File: src/scl_pkg.sv
`default_nettype none
package scl_pkg;
    localparam int NUM_CH = 4;
    localparam int WORD_W = 7;
    localparam int ADDR_W = 3;
    localparam int PIN_W = 16;
    // Pin assignment of the configuration bus
    localparam int PIN_LATCH = 0;
    localparam int PIN_SHIFT = 2;
    localparam int PIN_ADDR_LO = 3;
    localparam int PIN_DATA = 6;
    // Control word fields
    localparam int BIT_SLEW = 6;
    localparam int BIT_MODE_HI = 5;
    localparam int BIT_MODE_LO = 3;
    localparam int BIT_TERM_TX = 2;
    localparam int BIT_TERM_RX = 1;
    localparam int BIT_PWR_N = 0;
    localparam logic [6:0] WORD_RESET = 7'h00;
    // Interface mode codes
    localparam logic [2:0] MODE_SE_LOOP = 3'h0;
    localparam logic [2:0] MODE_SE = 3'h2;
    localparam logic [2:0] MODE_DIFF_HD = 3'h1;
    localparam logic [2:0] MODE_DIFF_FD = 3'h3;
    localparam logic [2:0] MODE_DIFF_LOOP = 3'h7;
    // UART register map seen by the host
    localparam logic [11:0] OFS_PIN_LEVEL = 12'h090;
    localparam logic [11:0] OFS_PIN_DIR = 12'h093;
    localparam logic [7:0] PIN_LEVEL_RESET = 8'h00;
    localparam logic [7:0] PIN_DIR_RESET = 8'hff;
    localparam logic [7:0] PIN_DIR_BUS = 8'h82;
    localparam int LOAD_WRITES = 17;
    localparam int FEATURE_CONTROL_AUTO_DIR_BIT = 5;
    localparam int EFR_ENH_BIT = 4;
    localparam int MSR_DELAY_HI = 7;
    localparam int MSR_DELAY_LO = 4;
    localparam int DELAY_W = 4;
    // Slew-limited data rates in kbps, single-ended and differential
    localparam int SLEW_SE_KBPS = 250;
    localparam int SLEW_DIFF_KBPS = 500;
    typedef enum logic [1:0] {SCL_DIR_IDLE, SCL_DIR_SEND, SCL_DIR_HOLD} scl_dir_state_type;
endpackage : scl_pkg
`default_nettype wire

File: src/scl_loader.sv
// How it works
// Channels stay shut down until loaded
// Bit 6 selects slew limiting
// Bits 5..3 pick interface mode
// Bit 2 enables transmit termination
// Bit 1 enables receive termination
// Bit 0 low powers channel down
// Pins: latch 0, shift 2, address 5..3, data 6
// Addresses 0..3 select channels, others none
// Host clears levels, then sets directions 0x82
// Host leaves other pin registers default
// Host shifts seven bits, MSB first
// Host latches, then drives all lines low
// Shift data on rising shift clock
// Latch copies word to addressed channel only
// Slew change never disturbs traffic
// Request-to-send brackets transmission with delay
// Auto direction enable and delay control
// Full duplex: driver and receiver always on
// Half duplex inhibit blocks local echo
// Host picks half-duplex multi-point settings
// Single-ended mode ignores termination bits
`default_nettype none
module scl_loader #(
    parameter int NUM_CH = scl_pkg::NUM_CH,
    parameter int DELAY_W = scl_pkg::DELAY_W
) (
    input wire logic core_clk,
    input wire logic srst,
    input wire logic clk_en,
    input wire logic [scl_pkg::PIN_W-1:0] general_purpose_pin,
    input wire logic [NUM_CH-1:0] auto_dir_en,
    input wire logic [NUM_CH-1:0] enh_func_en,
    input wire logic [NUM_CH-1:0] delay_wr,
    input wire logic [DELAY_W-1:0] delay_wdata,
    input wire logic [NUM_CH-1:0] bit_tick,
    input wire logic [NUM_CH-1:0] tx_busy,
    input wire logic [NUM_CH-1:0] rx_inhibit_en,
    output logic [NUM_CH-1:0] slew_limit_select,
    output logic [NUM_CH-1:0] iface_code_bit_hi,
    output logic [NUM_CH-1:0] iface_code_bit_mid,
    output logic [NUM_CH-1:0] iface_code_bit_lo,
    output logic [NUM_CH-1:0] term_tx_en,
    output logic [NUM_CH-1:0] term_rx_en,
    output logic [NUM_CH-1:0] xcvr_powerdown_n,
    output logic [NUM_CH-1:0] driver_en,
    output logic [NUM_CH-1:0] receiver_en,
    output logic [NUM_CH-1:0] loopback_active,
    output logic [NUM_CH-1:0] mode_reserved
);
    localparam int SYNC_W = 6;
    localparam int S_LATCH = 0;
    localparam int S_SHIFT = 1;
    localparam int S_DATA = 2;
    localparam int S_ADDR = 3;

    logic [SYNC_W-1:0] pins_raw;
    logic [SYNC_W-1:0] pins_s;
    logic [SYNC_W-1:0] pins_rise;
    logic [scl_pkg::WORD_W-1:0] shift_r;
    logic [scl_pkg::WORD_W-1:0] word_r [NUM_CH];
    logic [NUM_CH-1:0] loaded_r;
    logic [DELAY_W-1:0] delay_r [NUM_CH];
    logic [NUM_CH-1:0] drive_raw;
    logic [scl_pkg::ADDR_W-1:0] addr_s;

    function automatic logic [2:0] mode_of(input logic [scl_pkg::WORD_W-1:0] w);
        mode_of = w[scl_pkg::BIT_MODE_HI:scl_pkg::BIT_MODE_LO];
    endfunction : mode_of

    function automatic logic is_single_ended(input logic [2:0] m);
        is_single_ended = (m == scl_pkg::MODE_SE) || (m == scl_pkg::MODE_SE_LOOP);
    endfunction : is_single_ended

    assign pins_raw = {
        general_purpose_pin[scl_pkg::PIN_ADDR_LO+2:scl_pkg::PIN_ADDR_LO],
        general_purpose_pin[scl_pkg::PIN_DATA],
        general_purpose_pin[scl_pkg::PIN_SHIFT],
        general_purpose_pin[scl_pkg::PIN_LATCH]
    };

    // Bus pins come from the UART domain and are slow; two stages plus edge find
    scl_pin_sync #(
        .W(SYNC_W)
    ) u_sync (
        .core_clk(core_clk),
        .srst(srst),
        .clk_en(clk_en),
        .async_in(pins_raw),
        .sync_out(pins_s),
        .rise_out(pins_rise)
    );

    assign addr_s = pins_s[S_ADDR+2:S_ADDR];

    always_ff @(posedge core_clk)
    begin
        if (srst)
            shift_r <= scl_pkg::WORD_RESET;
        else if (clk_en && pins_rise[S_SHIFT])
            shift_r <= {shift_r[scl_pkg::WORD_W-2:0], pins_s[S_DATA]};
    end

    always_ff @(posedge core_clk)
    begin
        if (srst)
        begin
            loaded_r <= '0;
            for (int i = 0; i < NUM_CH; i++)
                word_r[i] <= scl_pkg::WORD_RESET;
        end
        else if (clk_en && pins_rise[S_LATCH])
        begin
            // Reserved addresses match no index and leave all words alone
            for (int i = 0; i < NUM_CH; i++)
                if (addr_s == scl_pkg::ADDR_W'(i))
                begin
                    word_r[i] <= shift_r;
                    loaded_r[i] <= 1'b1;
                end
        end
    end

    // Delay field only accepts writes while enhanced functions are unlocked
    always_ff @(posedge core_clk)
    begin
        if (srst)
        begin
            for (int i = 0; i < NUM_CH; i++)
                delay_r[i] <= '0;
        end
        else if (clk_en)
        begin
            for (int i = 0; i < NUM_CH; i++)
                if (delay_wr[i] && enh_func_en[i])
                    delay_r[i] <= delay_wdata;
        end
    end

    for (genvar g = 0; g < NUM_CH; g++)
    begin : g_ch
        scl_dir_ctrl #(
            .DELAY_W(DELAY_W)
        ) u_dir (
            .core_clk(core_clk),
            .srst(srst),
            .clk_en(clk_en),
            .auto_en(auto_dir_en[g]),
            .delay_bits(delay_r[g]),
            .bit_tick(bit_tick[g]),
            .tx_busy(tx_busy[g]),
            .drive_en(drive_raw[g])
        );
    end

    // Outputs registered; slew bit is a plain level so it can change mid-frame
    always_ff @(posedge core_clk)
    begin
        if (srst)
        begin
            slew_limit_select <= '0;
            iface_code_bit_hi <= '0;
            iface_code_bit_mid <= '0;
            iface_code_bit_lo <= '0;
            term_tx_en <= '0;
            term_rx_en <= '0;
            xcvr_powerdown_n <= '0;
            driver_en <= '0;
            receiver_en <= '0;
            loopback_active <= '0;
            mode_reserved <= '0;
        end
        else if (clk_en)
        begin
            for (int i = 0; i < NUM_CH; i++)
            begin
                logic [2:0] m;
                logic up;
                m = mode_of(word_r[i]);
                up = loaded_r[i] && word_r[i][scl_pkg::BIT_PWR_N];
                slew_limit_select[i] <= word_r[i][scl_pkg::BIT_SLEW];
                iface_code_bit_hi[i] <= m[2];
                iface_code_bit_mid[i] <= m[1];
                iface_code_bit_lo[i] <= m[0];
                term_tx_en[i] <= !is_single_ended(m) && word_r[i][scl_pkg::BIT_TERM_TX];
                term_rx_en[i] <= !is_single_ended(m) && word_r[i][scl_pkg::BIT_TERM_RX];
                xcvr_powerdown_n[i] <= up;
                loopback_active[i] <= up && (m == scl_pkg::MODE_SE_LOOP
                    || m == scl_pkg::MODE_DIFF_LOOP
                    || (m == scl_pkg::MODE_DIFF_HD && !rx_inhibit_en[i]));
                mode_reserved[i] <= !(m == scl_pkg::MODE_SE_LOOP || m == scl_pkg::MODE_SE
                    || m == scl_pkg::MODE_DIFF_HD || m == scl_pkg::MODE_DIFF_FD
                    || m == scl_pkg::MODE_DIFF_LOOP);
                case (m)
                    scl_pkg::MODE_DIFF_FD:
                    begin
                        driver_en[i] <= up;
                        receiver_en[i] <= up;
                    end
                    scl_pkg::MODE_DIFF_HD, scl_pkg::MODE_DIFF_LOOP:
                    begin
                        driver_en[i] <= up && drive_raw[i];
                        receiver_en[i] <= up && !(rx_inhibit_en[i] && drive_raw[i]);
                    end
                    scl_pkg::MODE_SE, scl_pkg::MODE_SE_LOOP:
                    begin
                        driver_en[i] <= up;
                        receiver_en[i] <= up;
                    end
                    default:
                    begin
                        driver_en[i] <= 1'b0;
                        receiver_en[i] <= 1'b0;
                    end
                endcase
            end
        end
    end
endmodule : scl_loader
`default_nettype wire

File: src/scl_pin_sync.sv
`default_nettype none
module scl_pin_sync #(
    parameter int W = 4
) (
    input wire logic core_clk,
    input wire logic srst,
    input wire logic clk_en,
    input wire logic [W-1:0] async_in,
    output logic [W-1:0] sync_out,
    output logic [W-1:0] rise_out
);
    logic [W-1:0] meta_r;
    logic [W-1:0] sync_r;
    logic [W-1:0] last_r;

    // Only sync_r reads meta_r
    always_ff @(posedge core_clk)
    begin
        if (srst)
        begin
            meta_r <= '0;
            sync_r <= '0;
            last_r <= '0;
        end
        else if (clk_en)
        begin
            meta_r <= async_in;
            sync_r <= meta_r;
            last_r <= sync_r;
        end
    end

    assign sync_out = sync_r;
    assign rise_out = sync_r & ~last_r & {W{clk_en}};
endmodule : scl_pin_sync
`default_nettype wire

File: src/scl_dir_ctrl.sv
`default_nettype none
module scl_dir_ctrl #(
    parameter int DELAY_W = 4
) (
    input wire logic core_clk,
    input wire logic srst,
    input wire logic clk_en,
    input wire logic auto_en,
    input wire logic [DELAY_W-1:0] delay_bits,
    input wire logic bit_tick,
    input wire logic tx_busy,
    output logic drive_en
);
    scl_pkg::scl_dir_state_type state_r;
    logic [DELAY_W-1:0] cnt_r;

    always_ff @(posedge core_clk)
    begin
        if (srst)
        begin
            state_r <= scl_pkg::SCL_DIR_IDLE;
            cnt_r <= '0;
        end
        else if (clk_en)
        begin
            case (state_r)
                scl_pkg::SCL_DIR_IDLE:
                    if (auto_en && tx_busy)
                        state_r <= scl_pkg::SCL_DIR_SEND;
                scl_pkg::SCL_DIR_SEND:
                    if (!tx_busy)
                    begin
                        state_r <= scl_pkg::SCL_DIR_HOLD;
                        cnt_r <= delay_bits;
                    end
                scl_pkg::SCL_DIR_HOLD:
                    if (tx_busy)
                        state_r <= scl_pkg::SCL_DIR_SEND;
                    else if (cnt_r == '0)
                        state_r <= scl_pkg::SCL_DIR_IDLE;
                    else if (bit_tick)
                        cnt_r <= cnt_r - 1'b1;
                default:
                    state_r <= scl_pkg::SCL_DIR_IDLE;
            endcase
        end
    end

    // Driver is up before the first start bit and holds past the last stop bit
    assign drive_en = auto_en && (tx_busy || state_r != scl_pkg::SCL_DIR_IDLE);
endmodule : scl_dir_ctrl
`default_nettype wire

File: config.mk
export PLATFORM = sky130hd
export DESIGN_NAME = scl_loader
export DESIGN_NICKNAME = d
export VERILOG_FILES = /design/src/scl_pkg.sv /design/src/scl_loader.sv /design/src/scl_pin_sync.sv /design/src/scl_dir_ctrl.sv
export SDC_FILE = /design/constraint.sdc
export NUM_CORES = 1
export LEC_CHECK = 0
export BUFFER_PORTS_ARGS = -buffer_cell sky130_fd_sc_hd__buf_2
export CORE_MARGIN = 8
export CORE_UTILIZATION = 40
export DETAILED_ROUTE_END_ITERATION = 10
export GPL_TIMING_DRIVEN = 0
export HOLD_SLACK_MARGIN = 0.15
export SLEW_MARGIN = 20
export SYNTH_ARGS = -nofsm -noshare
export SYNTH_HDL_FRONTEND = slang
export SYNTH_SLANG_ARGS = --single-unit
File: constraint.sdc
create_clock -name core_clk -period 1.8 [get_ports core_clk]
set_input_delay 0.27 -clock core_clk [delete_from_list [all_inputs] [get_ports core_clk]]
set_output_delay 0.27 -clock core_clk [all_outputs]
set_load 0.05 [all_outputs]
Word-level counts from Yosys, hierarchy flattened
Memory sizes are Yosys's and may differ from the RTL's.
Cells that the tools add are included.
Storage, ports and cells
  bits in registers: 93
  bits in latches: 0
  memory bits (writable): 44
  memory bits (read-only): 0
  input port bits: 47
  output and inout bits: 44
  memories: 2
Operators by class
  add/sub/neg operators: 4
  multiply operators: 0
  divide/modulo/power cells: 0
  $lt $le $gt $ge: 0
  eq/ne operators: 51
  shift operators: 0
  muxes and demuxes: 90
  bitwise logic cells: 11
  reductions and logical operators: 131
Memories
  word_r: words 4, bits a word 7, read ports 4, clocked after memory_dff 0, write ports 4, RTL line scl_loader.sv:61  | logic [scl_pkg::WORD_W-1:0] word_r [NUM_CH];
  delay_r: words 4, bits a word 4, read ports 4, clocked after memory_dff 0, write ports 4, RTL line scl_loader.sv:63  | logic [DELAY_W-1:0] delay_r [NUM_CH];
Operator list (count)
  $mux W4: 20
  $logic_and A1 B1 Y1: 46
  $mux W1: 34
  $mux W2: 16
  $ne A2 B2 Y1 const B: 16
  $pmux W4 S2: 4
  $eq A3 B2 Y1 const B: 10
  $logic_or A1 B1 Y1: 28
  $mux W7: 4
  $pmux W2 S3: 4
  $reduce_and A6 Y1: 4
  $logic_not A1 Y1: 16
  $logic_not A4 Y1: 4
  $pmux W1 S2: 8
  $reduce_and A4 Y1: 4
  $reduce_bool A2 Y1: 8
  $sub A4 B1 Y4 const B: 4
  $eq A3 B1 Y1 const B: 5
  $logic_not A3 Y1: 5
  $eq A3 B3 Y1 const B: 4
  $ne A3 B2 Y1 const B: 4
  $reduce_or A3 Y1: 4
  $eq A2 B1 Y1 const B: 4
  $eq A2 B2 Y1 const B: 4
  7 further kinds: 27

Logic depth before layout (Yosys ltp)
Gate-level depths: netlist of run 1.
  depth after elaboration: 8
  gate-level depth with buffers: 6
  gate-level depth less buffers: 6

Modules after synthesis
A second synthesis of run 1 with hierarchy kept.
Unflattened totals
  cells, all modules: 641
  area, all modules: 6316.1 um^2
Modules (own cells, without submodules)
  scl_loader: instances 1, cells each 379, area an instance 3990.1 um^2, sequential area each 2422.3 um^2
  scl_dir_ctrl: instances 4, cells each 49, area an instance 404.1 um^2, sequential area each 120.1 um^2
  scl_pin_sync: instances 1, cells each 66, area an instance 709.4 um^2, sequential area each 360.3 um^2

Worst setup path after synthesis of run 1
OpenSTA, ideal clock, no wires.
  kind: flip-flop to flip-flop
  start point: reg g_ch[0].u_dir.cnt_r[0]
  end point: reg g_ch[0].u_dir.cnt_r[1]
  library setup time: 0.086 ns
  arrival: 1.415 ns
  setup slack: 0.299 ns
  cell stages (with the launch flop): 7
  period minus slack after synthesis: 1.501 ns
  cells stage by stage: dfxtp_1 inv_1 ha_1 or3b_4 a31oi_1 a2111oi_2 a211oi_1
On the way
  word-level cells in the longest chain between the ends: 5
  elaborated cells on any way between the ends: 8
  classes of those cells: add/sub (1); eq/ne (1); mux (4); reduce/logical (2)
RTL lines
  start: declaration: RTL line scl_dir_ctrl.sv:15  | logic [DELAY_W-1:0] cnt_r;
  start signal: assignment: RTL line scl_dir_ctrl.sv:34  | cnt_r <= delay_bits;
  start signal: assignment: RTL line scl_dir_ctrl.sv:42  | cnt_r <= cnt_r - 1'b1;
  $sub A4 B1 Y4: RTL line scl_dir_ctrl.sv:42
  $mux W4: RTL line scl_dir_ctrl.sv:41  | else if (bit_tick)
  $mux W4: RTL line scl_dir_ctrl.sv:39  | else if (cnt_r == '0)
  $mux W4: RTL line scl_dir_ctrl.sv:37  | if (tx_busy)
  $pmux W4 S2: RTL line scl_dir_ctrl.sv:26  | case (state_r)
Parallel ways exist; a longest one is shown, timed or not. The select of a mux whose other input is x is not followed.
A chain may end at the register's enable or synchronous reset.

Final worst setup path of run 1
  start point: reg g_ch[1].u_dir.cnt_r[0]
  end point: reg g_ch[1].u_dir.cnt_r[1]
On the way
  word-level cells in the longest chain between the ends: 5
  elaborated cells on any way between the ends: 8
  classes of those cells: add/sub (1); eq/ne (1); mux (4); reduce/logical (2)
RTL lines (RTL line)
  start: declaration: scl_dir_ctrl.sv:15
  start signal: assignment: scl_dir_ctrl.sv:34
  start signal: assignment: scl_dir_ctrl.sv:42
  $sub A4 B1 Y4: scl_dir_ctrl.sv:42
  $mux W4: scl_dir_ctrl.sv:41
  $mux W4: scl_dir_ctrl.sv:39
  $mux W4: scl_dir_ctrl.sv:37
  $pmux W4 S2: scl_dir_ctrl.sv:26
Parallel ways exist; a longest one is shown, timed or not. The select of a mux whose other input is x is not followed.

==> flow_summary.ini, run 1 <==
[power]
clkPwrFrac = 0.483
peakVddDrop_mv = 0.6384
seqPwrFrac = 0.441
p_comb_frac = 0.077
p_leak_nw = 3.089
switching_share = 0.2293
switching_power_mw = 1.746
p_per_area_nw_per_um2 = 1025
internal_power_mw = 5.869

[timing]
slew_headroom = 0.5116
tightestPinTransition_ns = 0.7326
hold_ws_ns = 0.1707
finClkSkew_ns = 0.005161
fmax_mhz = 582.3
setup-tns-final_ns = 0
fin_crit_sh = 0.9540
rsz0062_at_grt = no
hold_violations = 0
slew_violations = 0
finalSetupViolations = 0
min_period_ns = 1.717

[floorplan]
core_region_area_um2 = 15030
pin_count = 91
dieWidth_um = 139.4
rows = 45
die_h_um = 139.4
initial_utilization = 0.4052
die-area_um2 = 19430

[route]
num_vias = 4818
ant_nets = 0
vias_per_cell = 5.300
wl_per_cell_um = 18.01
drc = 0
drtIter0Drc = 208
drt-pass1-iter-count = 4
routed_wirelength_mm = 16.38

[worst_setup_path]
end_kind = flop
critPathSlowestCell = or3b_4
reg2reg_depth = 6
crit_fanout = 4
cp.arrival_ns = 2.04
worstPathRequired_ns = 2.12
crit_chain = inv_1, ha_1, or3b_4, a31oi_1, a2111oi_0, a211oi_1
slowest_delay_ns = 0.39
start_kind = flop
critPathKind = flop to flop

[min_path]
min_path_cells = 3
min_path_type = input port to flop

[synthesis]
synthCells = 603
syn_area_um2 = 6091
synth_warnings = 0
synth.distinct_cells = 51
synth-edff-count = 44
avgSynthCellArea_um2 = 10.10
syn_nets = 658
ys_seq_area_frac = 0.5226
async_flop_share = 0
ys_seq_elements = 137
synth_ff_type = dfxtp_1

[job]
maxCapViolCount = 0

[placement]
dp_hpwl_mm = 12.04
portBuffers = 79
place.gp.congestion = 0.8047

[clock_network]
path_clk_slew_ns = 0.06
cts_tree = done
cts-htree-levels = 4
cts_root_buffer = clkbuf_16
clockBufferDepth = 2
numCtsBuffers = 17
post-cts-setup-buffer-count = 0
insertion_delay_ns = 0.42
clkSinkCount = 137

[global_routing]
grt_pass1_wl_mm = 26.28
grt_max_degree = 17
grt_overflow_total = 0
track_usage = 0.1735
antenna_found_initial = 0
grt_pass1_vias = 4945

[finish]
layout-drive-gt1-share = 0.2039
area_growth_syn_to_layout_pct = 21.94
post-route-util = 0.4940
diodes = 0
mostFrequentLayoutCell = dfxtp_1
layout_common_cells = dfxtp_1, buf_2, nor2_1, and2_1, edfxtp_1
nNetsFinal = 763

[status]
outcome = finished clean
## cell usage after synthesis, types with 2 or more instances
master     number  area share
a211o_1         4      0.0058
a211oi_1       12       0.015
a21boi_0        4      0.0049
a21o_1          5      0.0062
a21oi_1        37       0.030
a21oi_2         2      0.0029
a221oi_1        2      0.0029
a22o_1          2      0.0029
a311oi_1        6      0.0086
a31o_2          5      0.0072
a31oi_1         6      0.0062
and2_1         49       0.050
and3_1          3      0.0031
buf_2          12      0.0099
clkbuf_1       21       0.013
dfxtp_1        93        0.31
edfxtp_1       44        0.22
ha_1            8       0.016
inv_1          25       0.015
mux2_2          3      0.0055
mux2i_1        41       0.067
nand2_1        42       0.026
nand2b_1        7      0.0072
nand3_1        20       0.016
nand3b_1        5      0.0062
nand4bb_1       2      0.0037
nor2_1         61       0.038
nor2b_1         2      0.0021
nor3_1          6      0.0049
nor3_4          4       0.011
nor3b_1         8      0.0099
nor4_1          2      0.0021
o211ai_1       13       0.016
o21ai_0        20       0.016
o22ai_1         2      0.0021
o2bb2ai_1       4      0.0058
o31ai_1         4      0.0049
o31ai_4         2      0.0070
or3_1           2      0.0021
or3b_4          2      0.0037
## per-stage QoR
stage / area [um^2] / total power, mW / cells / setup WS [ns]
CTS: 7421 / 7.677 / 909 / 0.08616
floorplan: 6091 / 3.782 / 603 / 0.2990
global placement: 6721 / 3.978 / 870 / -0.1284
detailed placement: 6721 / 3.993 / 870 / -0.1537
global route: 7427 / 7.904 / 909 / 0.007617
finish: 7427 / 7.615 / 909 / 0.08281
## logic make-up after synthesis
kind of cell               after synthesis  share of synthesized area
and+or+nand+nor                        219                     0.1939
buffers and inverters                   59                    0.03944
AOI/OAI and AO/OA                      136                     0.1547
muxes                                   44                    0.07292
DFF                                    137                     0.5226
adders and majority gates                8                    0.01643
## sequential cells by signal (all words and copies together) (netlist names)
| register | count |
|---|---|
| slew_limit_select | 4 |
| delay_r | 16 |
| shift_r | 7 |
| loopback_active | 4 |
| iface_code_bit_hi | 4 |
| u_sync.sync_out | 6 |
| g_ch.u_dir.cnt_r | 16 |
| iface_code_bit_mid | 4 |
| receiver_en | 4 |
| loaded_r | 4 |
| g_ch.u_dir.state_r | 8 |
| u_sync.meta_r | 6 |
| iface_code_bit_lo | 4 |
| xcvr_powerdown_n | 4 |
| u_sync.last_r | 2 |
| term_tx_en | 4 |
| driver_en | 4 |
| word_r | 28 |
| mode_reserved | 4 |
| term_rx_en | 4 |
## layout make-up
class,count,area [um^2]
Buffer,34,146.4
Clock buffer,20,456.7
Clock inverter,12,172.7
Fill cell,1384,7606
Inverter,25,93.84
Multi-Input combinational cell,407,2674
Sequential cell,137,3183
Tap cell,188,235.2
Timing Repair Buffer,86,465.4
## power groups by stage
stage               registers (mW)  logic (mW)  clock network [mW]
global placement              3.42       0.561                   0
detailed placement            3.42       0.572                   0
floorplan                     3.48       0.302                   0
global route                  3.37       0.638                3.90
finish                        3.36       0.583                3.68
CTS                           3.36       0.586                3.73
## critical path, delay by kind of cell, from the launching register on
family | cells | cell delay (ns)
buffers and inverters | 1 | 0.10
adder cells (fa/ha/maj) | 1 | 0.15
AO/OA/AOI/OAI | 3 | 0.65
AND/OR/NAND/NOR | 1 | 0.39
flip-flops | 1 | 0.34
## metal layers
| layer | vias up | GRT usage | wire (um) |
|---|---|---|---|
| met5 | - | 0 | 0 |
| met4 | 0 | 0.07337 | 310 |
| met3 | 23 | 0.04001 | 831 |
| met2 | 105 | 0.2958 | 8165 |
| met1 | 2322 | 0.2061 | 7068 |
| li1 | 2368 | - | - |
## what timing repair did
item,CTS,global route
setup endpoints to repair,0,3
endpoints found under the hold margin,7,0
resized for setup,0,1
hold buffers,7,0
## worst paths after layout
kind	startpoint	endpoint	slack, ns
worst min register to register	driver_en[0]	driver_en[0]	0.46
worst max register to register	g_ch[1].u_dir.cnt_r[0]	g_ch[1].u_dir.cnt_r[1]	0.08
worst max-delay path	g_ch[1].u_dir.cnt_r[0]	g_ch[1].u_dir.cnt_r[1]	0.08
worst min-delay path	tx_busy[0]	g_ch[0].u_dir.state_r[0]	0.17
Power figures use the tool's default switching activity.
==> run 2, diff against run 1 <==
Settings changed: CORE_UTILIZATION 40 to 45, PLACE_DENSITY set to 0.68, SKIP_CTS_REPAIR_TIMING set to 1.
==> flow_summary.ini, run 2 (synthesis gave the netlist of run 1 again) <==
[global_routing]
grt_overflow_total = 0
track_usage = 0.1831
grt_pass1_vias = 4870
grt_max_degree = 17
antenna_found_initial = 0
grt_pass1_wl_mm = 25.28

[route]
vias_per_cell = 5.410
routed_wirelength_mm = 16.09
ant_nets = 0
drc = 0
wl_per_cell_um = 17.96
drt-pass1-iter-count = 5
num_vias = 4847
drtIter0Drc = 307

[worst_setup_path]
worstPathRequired_ns = 2.13
critPathCapture = g_ch[1].u_dir.cnt_r[1]
r2r_setup_slack_ns = 0.10
worstReg2RegStart = g_ch[1].u_dir.cnt_r[1]
end_kind = flop
crit_fanout = 3
critPathKind = flop to flop
start_kind = flop
reg2reg_depth = 6
r2r_end = g_ch[1].u_dir.cnt_r[1]
cp.arrival_ns = 2.03
critical_path.startpoint = g_ch[1].u_dir.cnt_r[1]

[finish]
diodes = 0
fin_area_um2 = 7311
largest_register_ffs = 28
post-route-util = 0.5521
mostFrequentLayoutCell = dfxtp_1
largest-register = word_r
layout-drive-gt1-share = 0.1986
layout_common_cells = dfxtp_1, buf_2, nor2_1, and2_1, edfxtp_1
multi_input_area_um2 = 2674
fillCellCount = 1201
ff_latch_area_um2 = 3183
area_growth_syn_to_layout_pct = 20.03
top_regs = word_r (28), delay_r (16), g_ch.u_dir.cnt_r (16)
instances_no_fill = 896
nNetsFinal = 762

[power]
switching_power_mw = 1.712
clkPwrFrac = 0.447
p_per_area_nw_per_um2 = 974.6
peakVddDrop_mv = 0.6532
switching_share = 0.2403
p_total_mw = 7.125
p_comb_frac = 0.082
p_leak_nw = 3.031
seqPwrFrac = 0.471
internal_power_mw = 5.413

[clock_network]
insertion_delay_ns = 0.42
clkSinkCount = 137
path_clk_slew_ns = 0.06
cts_tree = done
cts-htree-levels = 4
numCtsBuffers = 17
clockBufferDepth = 2
cts_root_buffer = clkbuf_16

[status]
outcome = finished clean

[placement]
dpl_cell_area_um2 = 6706
pre_cts_ws_ns = -0.1252
place.gp.congestion = 0.8290
portBuffers = 79
placed_cells = 858
dp_hpwl_mm = 11.72

[timing]
hold_ws_ns = 0.1598
slew_headroom = 0.4915
tightestPinTransition_ns = 0.7600
rsz0062_at_grt = no
finClkSkew_ns = 0.007832
fin_crit_sh = 0.9440
hold_violations = 0
slew_violations = 0
finalWorstSetupSlack_ns = 0.1008
finalSetupViolations = 0
setup-tns-final_ns = 0
min_period_ns = 1.699
fmax_mhz = 588.5

[floorplan]
rows = 42
dieWidth_um = 132.3
initial_utilization = 0.4599
core_region_area_um2 = 13240
pin_count = 91
die_h_um = 132.3
die-area_um2 = 17510

[min_path]
min_path_type = input port to flop

[job]
maxCapViolCount = 0
-- run 2: changes by cell type in the layout (fill, tap and decap cells not counted), sizes merged --
cell         change
bufinv           -3
clkbuf           +4
clkinvlp         +2
dlygate4sd3      -1
clkinv           -3
-- run 2: routing by layer --
layer	vias to the layer above	wire (um)	global-route usage
met4	0	286	0.07003
li1	2361	-	-
met2	105	8214	0.3238
met5	-	0	0
met3	23	686	0.04383
met1	2358	6903	0.2083
-- run 2: worst min-delay path by stage --
stage                                start                        to  depth (start not counted)
CTS                 general_purpose_pin[0]          u_sync.meta_r[0]                          3
global placement              driver_en[0]              driver_en[0]                          2
floorplan           general_purpose_pin[0]          u_sync.meta_r[0]                          2
finish                          tx_busy[1]  g_ch[1].u_dir.state_r[0]                          3
detailed placement          receiver_en[0]            receiver_en[0]                          1
global route                    tx_busy[1]  g_ch[1].u_dir.state_r[0]                          3
-- run 2: cell type report --
| class | count | area share |
|---|---|---|
| Sequential cell | 137 | 0.4354 |
| Multi-Input combinational cell | 407 | 0.3657 |
| Clock buffer | 24 | 0.06315 |
| Timing Repair Buffer | 85 | 0.06230 |
| Tap cell | 176 | 0.03012 |
| Buffer | 34 | 0.02002 |
| Inverter | 25 | 0.01284 |
| Clock inverter | 8 | 0.01044 |
-- run 2: critical path, cell delays in order, from the launching register on --
cell       delay (ns)
dfxtp_1          0.31
inv_1            0.10
ha_1             0.14
or3b_4           0.39
a31oi_1          0.32
a2111oi_0        0.13
a211oi_1         0.23
-- run 2: power by group through the flow --
stage,Sequential (mW),Combinational (mW),Clock (mW)
2_1_floorplan,3.48,0.302,0
3_3_place_gp,3.41,0.553,0
3_5_place_dp,3.42,0.571,0
4_1_cts,3.35,0.574,3.22
5_1_grt,3.37,0.630,3.36
6_report,3.36,0.584,3.19
==> run 3, diff against run 2 <==
Settings changed: CORE_UTILIZATION 45 to 55, PLACE_DENSITY 0.68 to 0.8.
==> flow_summary.ini, run 3 (synthesis gave the netlist of run 1 again) <==
[clock_network]
clkSinkCount = 137
path_clk_slew_ns = 0.06
cts_tree = done
insertion_delay_ns = 0.54
cts-htree-levels = 4
clockBufferDepth = 2
numCtsBuffers = 17
cts_root_buffer = clkbuf_8

[finish]
top_regs = word_r (28), delay_r (16), g_ch.u_dir.cnt_r (16)
post-route-util = 0.6889
largest_register_ffs = 28
layout-drive-gt1-share = 0.2058
nNetsFinal = 771
mostFrequentLayoutCell = dfxtp_1
layout_common_cells = dfxtp_1, buf_2, nor2_1, and2_1, edfxtp_1
diodes = 0
largest-register = word_r
area_growth_syn_to_layout_pct = 22.62

[job]
maxCapViolCount = 0

[power]
p_leak_nw = 3.138
peakVddDrop_mv = 0.7251
p_per_area_nw_per_um2 = 1031

[timing]
finalSetupViolations = 0
hold_ws_ns = 0.1041
fin_crit_sh = 0.9621
rsz0062_at_grt = no
hold_violations = 0
slew_headroom = 0.4909
fmax_mhz = 577.4
tightestPinTransition_ns = 0.7608
finClkSkew_ns = 0.009481
slew_violations = 0
min_period_ns = 1.732

[route]
drc = 0
wl_per_cell_um = 18.74
vias_per_cell = 5.869
num_vias = 5100
routed_wirelength_mm = 16.28
ant_nets = 0
drt-pass1-iter-count = 5
drtIter0Drc = 494

[global_routing]
grt_pass1_wl_mm = 25.02
grt_pass1_vias = 4995
grt_overflow_total = 0
track_usage = 0.2217
antenna_found_initial = 0
grt_max_degree = 17

[worst_setup_path]
worstPathRequired_ns = 2.19
critPathKind = flop to flop
r2r_end = g_ch[1].u_dir.cnt_r[1]
start_kind = flop
reg2reg_depth = 6
cp.arrival_ns = 2.12
worstReg2RegStart = g_ch[1].u_dir.cnt_r[0]
end_kind = flop
critical_path.startpoint = g_ch[1].u_dir.cnt_r[0]
crit_fanout = 4
r2r_setup_slack_ns = 0.07

[floorplan]
rows = 38
core_region_area_um2 = 10840
die-area_um2 = 14700
initial_utilization = 0.5619
pin_count = 91
dieWidth_um = 121.2
die_h_um = 121.2

[min_path]
min_from = auto_dir_en[1]
hold_path_end = g_ch[1].u_dir.state_r[0]
min_path_cells = 3
min_path_type = input port to flop

[status]
outcome = finished clean

[placement]
portBuffers = 79
place.gp.congestion = 0.8324
dp_hpwl_mm = 11.26
-- run 3: cell count changes in the layout (fill, tap and decap cells not counted), moves of 2 or more --
| cell | before | now |
|---|---|---|
| bufinv_16 | 1 | 4 |
| clkbuf_1 | 27 | 21 |
| clkinvlp_4 | 3 | 0 |
| dlygate4sd3_1 | 6 | 15 |
| inv_6 | 0 | 3 |
| nor3b_1 | 8 | 6 |
| nor3b_2 | 1 | 3 |
-- run 3: area by class of cell --
class,instances,area (um^2)
fill,796,3372
sequential,137,3183
multi-input combinational,407,2685
timing repair buffer,94,545.5
clock buffer,19,452.9
clock inverter,13,186.4
tap,140,175.2
buffer,34,146.4
inverter,25,93.84
-- run 3: worst max-delay path: stages (launching register included) --
cell,delay [ns]
dfxtp_1,0.39
inv_1,0.08
ha_1,0.19
or3b_4,0.24
a31oi_1,0.13
a2111oi_1,0.46
a211oi_1,0.09
-- run 3: worst max-delay path by stage --
| stage | endpoint | slack (ns) | cells past startpoint |
|---|---|---|---|
| final | g_ch[1].u_dir.cnt_r[1] | 0.07 | 6 |
| after global routing | g_ch[1].u_dir.cnt_r[1] | 0.003 | 6 |
| after CTS | g_ch[0].u_dir.cnt_r[1] | 0.09 | 6 |
| after detailed placement | delay_r[3][0] | -0.11 | 5 |
| after global placement | delay_r[2][0] | -0.1 | 5 |
| after floorplan | g_ch[0].u_dir.cnt_r[1] | 0.30 | 6 |
-- run 3: metrics by stage --
step	area, um^2	setup slack (ns)	instances	total power, mW	setup TNS [ns]
2_1_floorplan	6091	0.2990	603	3.782	0
3_3_place_gp	6661	-0.09548	822	3.959	-2.427
3_5_place_dp	6661	-0.1112	822	3.985	-3.222
4_1_cts	7301	0.08656	854	7.694	0
5_1_grt	7468	0.002644	869	7.919	0
6_report	7468	0.06818	869	7.700	0
-- run 3: per-layer routing --
layer  routed length, um  vias up  track usage
li1                    -     2381            -
met1                6527     2460       0.2624
met2                7840      222       0.3544
met3                1502       37      0.07166
met4                 412        0       0.1149
met5                   0        -            0
-- run 3: report_power, final --
part | internal, mW | switching, mW
Combinational | 0.208 | 0.397
Clock | 2.39 | 1.35
Sequential | 3.29 | 0.0657
Total | 5.88 | 1.82
